$ cat src/logic/adc_proc_pkg.sv
/*
  Constants shared by the sample processing block: serial register map, field
  positions, reset values, mode codes and pipeline latencies.
  Assumes the sample clock is the single clock of the block.
*/
package adc_proc_pkg;
  // ******************************************************
  // register map
  // ******************************************************
  localparam logic [7:0] ADDR_TRIM_CTRL = 8'h1a;
  localparam logic [7:0] ADDR_FILT_CTRL = 8'h1b;
  localparam logic [7:0] ADDR_BAND_SEL = 8'h1d;
  localparam logic [4:0] FRAME_BITS = 5'h10;

  // ******************************************************
  // field positions
  // ******************************************************
  localparam int LOWLAT_BIT = 7;
  localparam int TC_LSB = 4;
  localparam int TRIM_LSB = 0;
  localparam int DC_EN_BIT = 7;
  localparam int TAP_SRC_BIT = 5;
  localparam int FIR_ON_BIT = 4;
  localparam int ODD_BIT = 3;
  localparam int DEC_LSB = 0;
  localparam int BAND_LSB = 0;

  // ******************************************************
  // reset values
  // ******************************************************
  localparam logic [3:0] TRIM_RST = 4'h0;
  localparam logic [2:0] TC_RST = 3'h0;
  localparam logic [2:0] DEC_RST = 3'h0;
  localparam logic [1:0] BAND_RST = 2'h0;

  // ******************************************************
  // mode codes
  // ******************************************************
  localparam logic [2:0] DEC_BY2 = 3'h0;
  localparam logic [2:0] DEC_BY4 = 3'h1;
  localparam logic [2:0] DEC_NONE = 3'h3;
  localparam logic [2:0] DEC_BY8 = 3'h4;
  localparam logic [1:0] BAND_HIGH2 = 2'h1;
  localparam logic [3:0] TRIM_MAX = 4'ha;

  // dc removal averaging length as a power of two
  localparam logic [4:0] TC_LOG2_DEFAULT = 5'h1b;
  localparam logic [4:0] TC_LOG2_C1 = 5'h1a;
  localparam logic [4:0] TC_LOG2_C2 = 5'h19;
  localparam logic [4:0] TC_LOG2_C3 = 5'h18;
  localparam logic [4:0] TC_LOG2_C4 = 5'h1c;
  localparam logic [4:0] TC_LOG2_C5 = 5'h1d;

  // ******************************************************
  // timing in sample clock cycles, plus gain fraction bits and default sample width
  // ******************************************************
  localparam int LAT_NORMAL = 14;
  localparam int LAT_FAST = 10;
  localparam int PROC_STAGES = 3;
  localparam int GAIN_FRAC = 14;
  localparam int SAMPLE_W_DEF = 12;
endpackage

$ cat src/logic/adc_proc.sv
/*
  Dual-channel sample processing: serial register writes, dc removal, shared
  fine gain trim, decimating filter and a low-latency bypass path.
  Assumes samples arrive every cycle of clk_sys, the sample clock, and that
  the serial pins are already synchronous to it.
*/
module adc_proc #(
  parameter int SAMPLE_W = adc_proc_pkg::SAMPLE_W_DEF
) (
  input wire logic clk_sys,
  input wire logic rst,
  input wire logic serial_port_clock,
  input wire logic serial_port_input,
  input wire logic serial_port_select_n,
  input wire logic [SAMPLE_W-1:0] sample_a,
  input wire logic [SAMPLE_W-1:0] sample_b,
  output logic [SAMPLE_W-1:0] out_a,
  output logic [SAMPLE_W-1:0] out_b,
  output logic out_valid
);
  import adc_proc_pkg::*;

  localparam int AW = SAMPLE_W + 30;
  localparam int DW = 2 * SAMPLE_W + 1;

  typedef struct packed {
    logic [15:0] shreg;
    logic [4:0] bitcnt;
    logic sclk_q;
    logic lowlat;
    logic [2:0] tc;
    logic [3:0] trim;
    logic dc_en;
    logic tap_user;
    logic fir_on;
    logic odd;
    logic [2:0] dec;
    logic [1:0] band;
    logic trim_written;
    logic [4:0] age;
    logic [AW-1:0] acc_a;
    logic [AW-1:0] acc_b;
    logic [SAMPLE_W-1:0] in_a;
    logic [SAMPLE_W-1:0] in_b;
    logic [SAMPLE_W-1:0] g_a;
    logic [SAMPLE_W-1:0] g_b;
    logic [4*SAMPLE_W-1:0] win_a;
    logic [4*SAMPLE_W-1:0] win_b;
    logic [2:0] phase;
    logic [SAMPLE_W-1:0] f_a;
    logic [SAMPLE_W-1:0] f_b;
    logic f_v;
    logic [SAMPLE_W-1:0] out_a;
    logic [SAMPLE_W-1:0] out_b;
    logic out_v;
  } state_s;

  state_s s;
  state_s next_s;
  logic [DW-1:0] fast_d;
  logic [DW-1:0] proc_d;

  // ******************************************************
  // helper functions
  // ******************************************************
  function automatic logic [SAMPLE_W-1:0] sat(input logic signed [31:0] v);
    logic signed [31:0] hi;
    logic signed [31:0] lo;
    hi = (32'sh1 <<< (SAMPLE_W - 1)) - 32'sh1;
    lo = -(32'sh1 <<< (SAMPLE_W - 1));
    if (v > hi) begin
      return hi[SAMPLE_W-1:0];
    end else if (v < lo) begin
      return lo[SAMPLE_W-1:0];
    end
    return v[SAMPLE_W-1:0];
  endfunction

  // q2.14 scale, 10^(code*0.05/20); unused codes fall back to unity
  function automatic logic [15:0] gain_q14(input logic [3:0] code);
    case (code)
      4'h1: return 16'h405f;
      4'h2: return 16'h40be;
      4'h3: return 16'h411d;
      4'h4: return 16'h417e;
      4'h5: return 16'h41de;
      4'h6: return 16'h4240;
      4'h7: return 16'h42a2;
      4'h8: return 16'h4304;
      4'h9: return 16'h4367;
      4'ha: return 16'h43cb;
      default: return 16'h4000;
    endcase
  endfunction

  function automatic logic [4:0] tc_log2(input logic [2:0] code);
    case (code)
      3'h1: return TC_LOG2_C1;
      3'h2: return TC_LOG2_C2;
      3'h3: return TC_LOG2_C3;
      3'h4: return TC_LOG2_C4;
      3'h5: return TC_LOG2_C5;
      default: return TC_LOG2_DEFAULT;
    endcase
  endfunction

  // samples per output minus one
  function automatic logic [2:0] dec_last(input logic [2:0] code);
    case (code)
      DEC_BY2: return 3'h1;
      DEC_BY4: return 3'h3;
      DEC_BY8: return 3'h7;
      default: return 3'h0;
    endcase
  endfunction

  // dc removal then trim for one channel; returns {next accumulator, result}
  function automatic logic [AW+SAMPLE_W-1:0] dc_gain(
    input logic [SAMPLE_W-1:0] x,
    input logic [AW-1:0] acc,
    input logic en,
    input logic [2:0] tc,
    input logic [3:0] trim
  );
    logic signed [AW-1:0] est;
    logic signed [AW-1:0] nacc;
    logic signed [SAMPLE_W:0] corr;
    logic signed [SAMPLE_W+17:0] prod;
    est = en ? ($signed(acc) >>> tc_log2(tc)) : '0;
    nacc = en ? ($signed(acc) + AW'($signed(x)) - est) : '0;
    corr = $signed({x[SAMPLE_W-1], x}) - $signed(est[SAMPLE_W:0]);
    prod = corr * $signed({1'b0, gain_q14(trim)});
    return {nacc, sat(32'(prod >>> GAIN_FRAC))};
  endfunction

  // short built-in kernels; user taps are not held here, so they pass through
  function automatic logic [SAMPLE_W-1:0] fir_out(
    input logic [4*SAMPLE_W-1:0] win,
    input logic [2:0] dec,
    input logic [1:0] band,
    input logic user,
    input logic odd
  );
    logic [3:0] use_t;
    logic [3:0] neg_t;
    int sh;
    logic signed [SAMPLE_W+2:0] acc;
    logic [SAMPLE_W-1:0] x;
    use_t = 4'h1;
    neg_t = 4'h0;
    sh = 0;
    acc = '0;
    x = '0;
    if (!user) begin
      case (dec)
        DEC_BY2: begin
          use_t = 4'h3;
          neg_t = (band == BAND_HIGH2) ? 4'h2 : 4'h0;
          sh = 1;
        end
        DEC_BY4: begin
          use_t = 4'hf;
          case (band)
            2'h0: neg_t = 4'h0;
            2'h1: neg_t = 4'h6;
            2'h2: neg_t = 4'hc;
            default: neg_t = 4'ha;
          endcase
          sh = 2;
        end
        default: use_t = 4'h1;
      endcase
    end
    if (odd && use_t == 4'hf) begin
      use_t[3] = 1'b0;
    end
    for (int i = 0; i < 4; i++) begin
      x = win[i*SAMPLE_W +: SAMPLE_W];
      if (use_t[i]) begin
        acc = neg_t[i] ? acc - $signed({{3{x[SAMPLE_W-1]}}, x})
                       : acc + $signed({{3{x[SAMPLE_W-1]}}, x});
      end
    end
    return sat(32'(acc >>> sh));
  endfunction

  // ******************************************************
  // latency padding
  // ******************************************************
  sample_delay #(.W(DW), .D(LAT_FAST - 1)) u_fast (
    .clk_sys(clk_sys),
    .rst(rst),
    .din({1'b1, sample_a, sample_b}),
    .dout(fast_d)
  );

  sample_delay #(.W(DW), .D(LAT_NORMAL - PROC_STAGES - 1)) u_proc (
    .clk_sys(clk_sys),
    .rst(rst),
    .din({s.f_v, s.f_a, s.f_b}),
    .dout(proc_d)
  );

  // ******************************************************
  // next state
  // ******************************************************
  always_comb begin
    logic [15:0] frame;
    logic wr;
    logic [AW+SAMPLE_W-1:0] ra;
    logic [AW+SAMPLE_W-1:0] rb;
    logic [4*SAMPLE_W-1:0] nwa;
    logic [4*SAMPLE_W-1:0] nwb;
    logic filt;
    next_s = s;
    frame = {s.shreg[14:0], serial_port_input};
    wr = 1'b0;
    ra = '0;
    rb = '0;
    nwa = '0;
    nwb = '0;
    filt = s.fir_on && !s.lowlat;
    next_s.sclk_q = serial_port_clock;
    // serial frame: 8 address bits then 8 data bits, msb first
    if (serial_port_select_n) begin
      next_s.bitcnt = '0;
    end else if (serial_port_clock && !s.sclk_q && s.bitcnt != FRAME_BITS) begin
      next_s.shreg = frame;
      next_s.bitcnt = s.bitcnt + 5'h1;
      wr = (s.bitcnt == FRAME_BITS - 5'h1);
    end
    next_s.age = (s.age == 5'h1f) ? s.age : s.age + 5'h1;
    if (wr) begin
      case (frame[15:8])
        ADDR_TRIM_CTRL: begin
          next_s.lowlat = frame[LOWLAT_BIT];
          next_s.tc = frame[TC_LSB +: 3];
          next_s.trim = frame[TRIM_LSB +: 4];
          next_s.trim_written = 1'b1;
          next_s.age = '0;
        end
        ADDR_FILT_CTRL: begin
          next_s.dc_en = frame[DC_EN_BIT];
          next_s.tap_user = frame[TAP_SRC_BIT];
          next_s.fir_on = frame[FIR_ON_BIT];
          next_s.odd = frame[ODD_BIT];
          next_s.dec = frame[DEC_LSB +: 3];
          next_s.age = '0;
        end
        ADDR_BAND_SEL: begin
          next_s.band = frame[BAND_LSB +: 2];
          next_s.age = '0;
        end
        default: next_s.age = s.age;
      endcase
    end
    // stage 1 capture, stage 2 dc removal and trim
    next_s.in_a = sample_a;
    next_s.in_b = sample_b;
    ra = dc_gain(s.in_a, s.acc_a, s.dc_en, s.tc, s.trim);
    rb = dc_gain(s.in_b, s.acc_b, s.dc_en, s.tc, s.trim);
    next_s.acc_a = ra[AW+SAMPLE_W-1:SAMPLE_W];
    next_s.acc_b = rb[AW+SAMPLE_W-1:SAMPLE_W];
    next_s.g_a = ra[SAMPLE_W-1:0];
    next_s.g_b = rb[SAMPLE_W-1:0];
    // stage 3 filter and decimation
    nwa = {s.win_a[3*SAMPLE_W-1:0], s.g_a};
    nwb = {s.win_b[3*SAMPLE_W-1:0], s.g_b};
    next_s.win_a = nwa;
    next_s.win_b = nwb;
    if (filt) begin
      next_s.phase = (s.phase >= dec_last(s.dec)) ? 3'h0 : s.phase + 3'h1;
      next_s.f_v = (s.phase >= dec_last(s.dec));
      next_s.f_a = fir_out(nwa, s.dec, s.band, s.tap_user, s.odd);
      next_s.f_b = fir_out(nwb, s.dec, s.band, s.tap_user, s.odd);
    end else begin
      next_s.phase = '0;
      next_s.f_v = 1'b1;
      next_s.f_a = s.g_a;
      next_s.f_b = s.g_b;
    end
    // output select; the fast path skips every processing stage
    if (s.lowlat) begin
      {next_s.out_v, next_s.out_a, next_s.out_b} = fast_d;
    end else begin
      {next_s.out_v, next_s.out_a, next_s.out_b} = proc_d;
    end
  end

  always_ff @(posedge clk_sys or posedge rst) begin
    if (rst) begin
      s <= '0;
    end else begin
      s <= next_s;
    end
  end

  assign out_a = s.out_a;
  assign out_b = s.out_b;
  assign out_valid = s.out_v;

  // ******************************************************
  // checks
  // ******************************************************
  a_trim_reset: assert property (@(posedge clk_sys) disable iff (rst)
    !s.trim_written |-> s.trim == TRIM_RST)
    else $error("trim left its reset code without a write");

  a_trim_step: assert property (@(posedge clk_sys) disable iff (rst)
    (s.trim == TRIM_MAX && !s.dc_en && s.in_a == 12'h3e8) |=> s.g_a == 12'h423)
    else $error("top trim code does not give +0.5 dB");

  a_trim_shared: assert property (@(posedge clk_sys) disable iff (rst)
    (s.in_a == s.in_b && s.acc_a == s.acc_b) |=> s.g_a == s.g_b)
    else $error("channels trimmed differently");

  a_normal_latency: assert property (@(posedge clk_sys) disable iff (rst)
    (s.age >= 5'h14 && !s.lowlat && !s.fir_on && !s.dc_en && s.trim == 4'h0)
    |-> (out_a == $past(sample_a, 14) && out_b == $past(sample_b, 14) && out_valid))
    else $error("normal path latency is not 14 cycles");

  a_fast_latency: assert property (@(posedge clk_sys) disable iff (rst)
    (s.age >= 5'h14 && s.lowlat)
    |-> (out_a == $past(sample_a, 10) && out_b == $past(sample_b, 10) && out_valid))
    else $error("fast path latency is not 10 cycles");

  a_dc_idle: assert property (@(posedge clk_sys) disable iff (rst)
    !s.dc_en |=> s.acc_a == '0 && s.acc_b == '0)
    else $error("offset estimate runs while disabled");

  a_dec4_rate: assert property (@(posedge clk_sys) disable iff (rst)
    (s.age >= 5'h14 && s.age < 5'h1b && s.fir_on && !s.lowlat && s.dec == DEC_BY4 && s.f_v)
    |=> !s.f_v [*3] ##1 s.f_v)
    else $error("decimate by 4 spacing wrong");

  a_nodec_rate: assert property (@(posedge clk_sys) disable iff (rst)
    (s.fir_on && !s.lowlat && s.dec == DEC_NONE) |=> s.f_v && s.f_a == $past(s.g_a))
    else $error("no-decimation mode dropped or altered a sample");

  a_filter_off: assert property (@(posedge clk_sys) disable iff (rst)
    !s.fir_on |=> s.f_v && s.f_a == $past(s.g_a) && s.f_b == $past(s.g_b))
    else $error("filter not bypassed");

  a_user_taps: assert property (@(posedge clk_sys) disable iff (rst)
    (s.fir_on && !s.lowlat && s.tap_user) |=> s.f_a == $past(s.g_a))
    else $error("built-in kernel used with user taps selected");
endmodule

$ cat src/logic/sample_delay.sv
/*
  Fixed-length delay line for a word of samples.
  Assumes one word enters every clock; output comes from the last register.
*/
module sample_delay #(
  parameter int W = 25,
  parameter int D = 9
) (
  input wire logic clk_sys,
  input wire logic rst,
  input wire logic [W-1:0] din,
  output logic [W-1:0] dout
);
  typedef struct packed {
    logic [D-1:0][W-1:0] line;
  } delay_s;

  delay_s s;
  delay_s next_s;

  always_comb begin
    next_s = s;
    next_s.line[0] = din;
    for (int i = 1; i < D; i++) begin
      next_s.line[i] = s.line[i-1];
    end
  end

  always_ff @(posedge clk_sys or posedge rst) begin
    if (rst) begin
      s <= '0;
    end else begin
      s <= next_s;
    end
  end

  assign dout = s.line[D-1];
endmodule

$ cat config.mk
export PLATFORM = sky130hd
export DESIGN_NAME = adc_proc
export DESIGN_NICKNAME = d
export VERILOG_FILES = /design/src/logic/adc_proc_pkg.sv /design/src/logic/adc_proc.sv /design/src/logic/sample_delay.sv
export SDC_FILE = /design/constraint.sdc
export NUM_CORES = 2
export LEC_CHECK = 0
export BUFFER_PORTS_ARGS = -buffer_cell sky130_fd_sc_hd__buf_2
export CAP_MARGIN = 40
export CORE_MARGIN = 5
export CORE_UTILIZATION = 50
export CTS_BUF_LIST = sky130_fd_sc_hd__clkbuf_4 sky130_fd_sc_hd__clkbuf_8 sky130_fd_sc_hd__clkbuf_16
export DETAILED_ROUTE_END_ITERATION = 10
export GPL_ROUTABILITY_DRIVEN = 0
export PLACE_DENSITY = 0.66
export SLEW_MARGIN = 20
export SYNTH_ARGS = -nofsm -noshare
export SYNTH_HDL_FRONTEND = slang
export SYNTH_SLANG_ARGS = --single-unit
$ cat constraint.sdc
create_clock -name clk_sys -period 25.7 [get_ports clk_sys]
set_input_delay 2.57 -clock clk_sys [delete_from_list [all_inputs] [get_ports clk_sys]]
set_output_delay 2.57 -clock clk_sys [all_outputs]
set_load 0.05 [all_outputs]
Word-level counts from Yosys, hierarchy flattened:

Memory sizes are Yosys's and may differ from the RTL's.
Index checks and enable logic that the tools add are counted.

* bits in registers: 770
* ROM bits: 320
* output and inout bits: 25
* word-level logic and storage cells: 187
* memories kept: 2

Memories
* (no name shown): depth 16, width 10, read ports 1, clocked after Yosys merged registers in 0, write ports 0, RTL line adc_proc.sv:81 `case (code)`
* (no name shown): depth 16, width 10, read ports 1, clocked after Yosys merged registers in 0, write ports 0, RTL line adc_proc.sv:81

* add/subtract/negate cells: 22
* multiply operators: 2
* magnitude comparators: 9
* equality and inequality tests: 15
* shift operators: 4
* multiplexer cells: 73
* bitwise gates (word level): 1
* reductions and logical operators: 13

Operators by type and width (number)
* $mux W15: 24
* $mux W42: 4
* $mux W12: 12
* $add A15 B12 Y15: 6
* $sub A15 B12 Y15: 6
* $add A42 B42 Y42: 2
* $sshr A42 B5 Y42: 2
* $sub A42 B42 Y42: 2
* $gt A32 B12 Y1 const B: 2
* $lt A32 B12 Y1 const B: 2
* $sshr A15 B32 Y32: 2
* $mul A13 B17 Y30: 2
* $gt A16 B12 Y1 const B: 2
* $lt A16 B12 Y1 const B: 2
* $mux W32: 1
* $mux W28: 1
* $sub A1 B12 Y13 const A: 2
* $sub A12 B13 Y13: 2
* $mux W25: 1
* $eq A8 B5 Y1 const B: 3
* $mux W4: 4
* $pmux W4 S2: 2
* $pmux W3 S5: 1
* $mux W1: 14
* other kinds (24): 38

Longest topological paths before layout:

* word-level depth: 27
* mapped depth: 48

Cells and area by module:

Synthesis repeated with hierarchy kept, for this count alone.

* cells, all modules: 4518
* area total of the unflattened synthesis: 46911.2 um^2

By module, submodules not included
* adc_proc: times used 1, cells an instance 4041, area an instance 35017.3 um^2, sequential area each 7382.1 um^2
* sample_delay at u_proc: times used 1, cells an instance 251, area an instance 6259.8 um^2, sequential area each 6256.0 um^2
* sample_delay at u_fast: times used 1, cells an instance 226, area an instance 5634.2 um^2, sequential area each 5630.4 um^2

Worst setup path before layout:

No wires, ideal clock.

* kind: reg2reg
* start point: register s[301] (netlist name)
* end point: register s (netlist bit next_s[111])
* library setup time: 118 ps
* data arrival time: 10716 ps
* data required time: 25582 ps
* path slack: 14866 ps
* stages on the path, launching flop included: 44
* clock period less this slack: 10834 ps
* cell sequence: dfrtp_1 -> inv_1 -> ha_1 -> o21ai_0 -> and3_1 -> clkbuf_1 -> clkbuf_1 -> clkbuf_1 -> nand2_1 -> o21ai_0 -> o221ai_1 -> a21oi_1 -> ha_1 -> inv_1 -> fa_1 -> nand3_1 -> a21oi_1 -> o21ai_0 -> (+8 left out) -> inv_1 -> fa_1 -> fa_1 -> fa_1 -> inv_1 -> fa_1 -> inv_1 -> ha_1 -> a2111o_1 -> a211oi_1 -> a21oi_1 -> a31o_2 -> a21o_1 -> a311o_1 -> a2111oi_0 -> o21ai_1 -> clkbuf_1 -> a21o_1

RTL lines
* start, declared: RTL line adc_proc.sv:58 `state_s s;`
* start signal, assigned: RTL line adc_proc.sv:294 `s <= next_s;`

==> results_dict.tcl <==
set metrics [dict create \
    layout.nets 5277 \
    die_y_um 313 \
    hold_viol_final 0 \
    drive_gt1_share_pct 8.27 \
    crit_slowest_cell "xor2_1" \
    maxSlewViolCount 0 \
    synth_cells 4469 \
    start_util_pct 50.2 \
    hold_start "u_proc.next_s[43]" \
    cts_made_buffers 80 \
    critical_path.endpoint_type "flop" \
    crit_type "reg2reg" \
    min_path_type "reg2reg" \
    cts-htree-levels 3 \
    vias 31258 \
    power.density_mw_per_mm2 109 \
    layout_common_cells "dfrtp_1 (746), inv_1 (614), ha_1 (479)" \
    synth_area_per_cell_um2 10.3 \
    cts.clk_slew.worst_paths_ns 0.06 \
    max_clock_freq_mhz 84.2 \
    p_leak_uw 0.0249 \
    slew_headroom_pct 37.3 \
    fin_tns_setup_ns 0 \
    synth_seq_area_share_pct 40.6 \
    slowest_delay_ns 0.69 \
    clockBufferDepth 3 \
    finalCritPeriodShare_pct 46.2 \
    rsz0062_at_grt "no" \
    antenna_found_initial 3 \
    ios 54 \
    cts_resized 0 \
    synthArstFlopShare_pct 100 \
    r2r_setup_slack_ns 13.83 \
    clock-root-buffer "clkbuf_16" \
    coreArea_mm2 0.0915 \
    first_pass_iters 5 \
    vias_per_cell 5.40 \
    grt_max_degree 171 \
    areaGrowthSynthToFinish_pct 10.3 \
    hold-path-endpoint "u_proc.next_s[68]" \
    critPathMaxFanout 32 \
    grt_pass1_vias 31439 \
    holdPathStages 0 \
    critPathRequiredTime_ns 26.28 \
    final_common_cell "dfrtp_1" \
    clock_latency_ns 0.66 \
    maxCapViolations 0 \
    ctsHoldBuffers 0 \
    synthDistinctLibCells 84 \
    reg2reg_from "s[301]" \
    setup_viol 0 \
    r2r_end "next_s[107]" \
    wl_per_cell_um 17.8 \
    timing.critical_path.mode_cell "fa_1" \
    tightestPinTransition_ns 0.941 \
    ys.flop_type "dfrtp_1" \
    fin_util_pct 55.4 \
    die_width_um 313 \
    crit_path_start_kind "flop" \
    vdd_drop_max_mv 0.0904 \
    syn-cell-area_mm2 0.0460 \
    critPathArrivalTime_ns 12.45 \
    ys_seq_elements 746 \
    yosysWarnings 0 \
    cts_tree "yes" \
    finClkSkew_ns 0.0471 \
    synth_edf_count 0 \
    synth_fp_nets 5213 \
    grtUsageTotal_pct 21.2 \
    dp_hpwl_mm 76.4 \
    numClockSinks 746 \
    die_area_mm2 0.0981 \
    min_period_ns 11.87 \
    drt_iter0_drc 2362 \
    drc 0 \
    num_rows 111 \
    cp-startpoint "s[301]" \
    reg2reg_depth 39 \
    grt.overflow.total 0 \
    place.port_buffers 53 \
    wirelength_mm 103 \
    post_cts_buffers 0 \
    drtAntennaViolNets 0 \
    grt_pass1_wl_mm 168 \
    status "finished, final reports clean" \
]
power breakdown:
part           internal, uW  switching, uW  total (uW)
logic                  1100           1560        2660
clock network           755            489        1240
registers              1450            178        1630
metal layers:
layer | track usage, % | part of all wire [%]
met5 | 0 | 0
met4 | 6.17 | 2.5
met3 | 3.78 | 6.0
met2 | 33.8 | 46
met1 | 30.0 | 45
how the worst max path moves through the flow:
stage / end / slack (ns) / cells after the start
floorplan: next_s[100] / 2.20 / 1
global placement: next_s[110] / 13.92 / 38
detailed placement: next_s[102] / 13.73 / 38
CTS: next_s[103] / 13.67 / 38
global route: next_s[107] / 13.11 / 39
finish: next_s[107] / 13.83 / 39
sequential cells by signal, summed over array words and instances, names as in the netlist:
name	flops
u_proc.next_s	225
u_fast.next_s	200
out_b	12
s	150
out_valid	1
u_proc.dout	25
u_fast.dout	25
next_s	96
out_a	12
synth_stat cells, drive strengths merged (8+ instances only):
master	count	area (um2)
xnor2	111	980
nand3	31	155
a31oi	24	150
and2	45	282
ha	479	5990
xor2	127	1110
nor3	56	280
buf	49	302
nor4	17	113
inv	616	2310
o31ai	23	173
o21ai	154	771
a21boi	9	67.6
a211oi	40	300
o41ai	12	113
and3	34	213
a211o	10	87.6
mux2	73	822
or2	11	68.8
nand2	360	1350
a221oi	8	70.1
fa	236	4720
a221o	15	150
or3	18	113
dfrtp	746	18700
nand4	13	81.3
a21oi	231	1170
o21bai	19	143
o211ai	24	180
o21a	32	240
mux2i	57	571
nor2	383	1440
clkbuf	87	327
o22ai	16	100
a21o	114	856
nand2b	45	282
nor2b	25	156
metrics by stage:
stage / total power (uW) / setup WS (ns) / hold slack (ns) / std cells / cell area, um2
floorplan: 3680 / 2.20 / 0.331 / 4469 / 46000
global placement: 4200 / 13.92 / 0.331 / 5616 / 47500
detailed placement: 4250 / 13.73 / 0.335 / 5629 / 47700
CTS: 5550 / 13.67 / 0.324 / 5775 / 50600
global route: 5960 / 13.11 / 0.324 / 5783 / 50700
finish: 5540 / 13.83 / 0.322 / 5786 / 50700
cell families after synthesis:
group                      Yosys count  share of synthesized area [%]
adders and majority gates          715                           23.3
other                                1                        0.00816
muxes                              130                           3.03
buffers and inverters              755                           6.42
xor gates and xnor gates           239                           4.60
DFF                                746                           40.6
AOI/OAI and AO/OA                  810                           11.5
and+or+nand+nor                   1073                           10.5
critical path, delay by kind of cell, from the launching register on:
kind                     cells  cell delay [ns]
AND/OR/NAND/NOR              5             1.14
adder cells (fa/ha/maj)      9             4.18
buffers and inverters        5             0.52
XOR/XNOR                     1             0.69
multiplexers                 2             0.39
flip-flops                   1             0.41
AO/OA/AOI/OAI               17             4.43
layout make-up:
type | instances | area [um2]
timing repair buffer | 118 | 888
inverter | 619 | 2330
clock buffer | 113 | 2410
multi-input combinational | 2968 | 24400
sequential | 746 | 18700
antenna | 3 | 7.51
fill | 7746 | 40800
tap | 1186 | 1480
clock inverter | 33 | 553
Power figures use the tool's default switching activity.
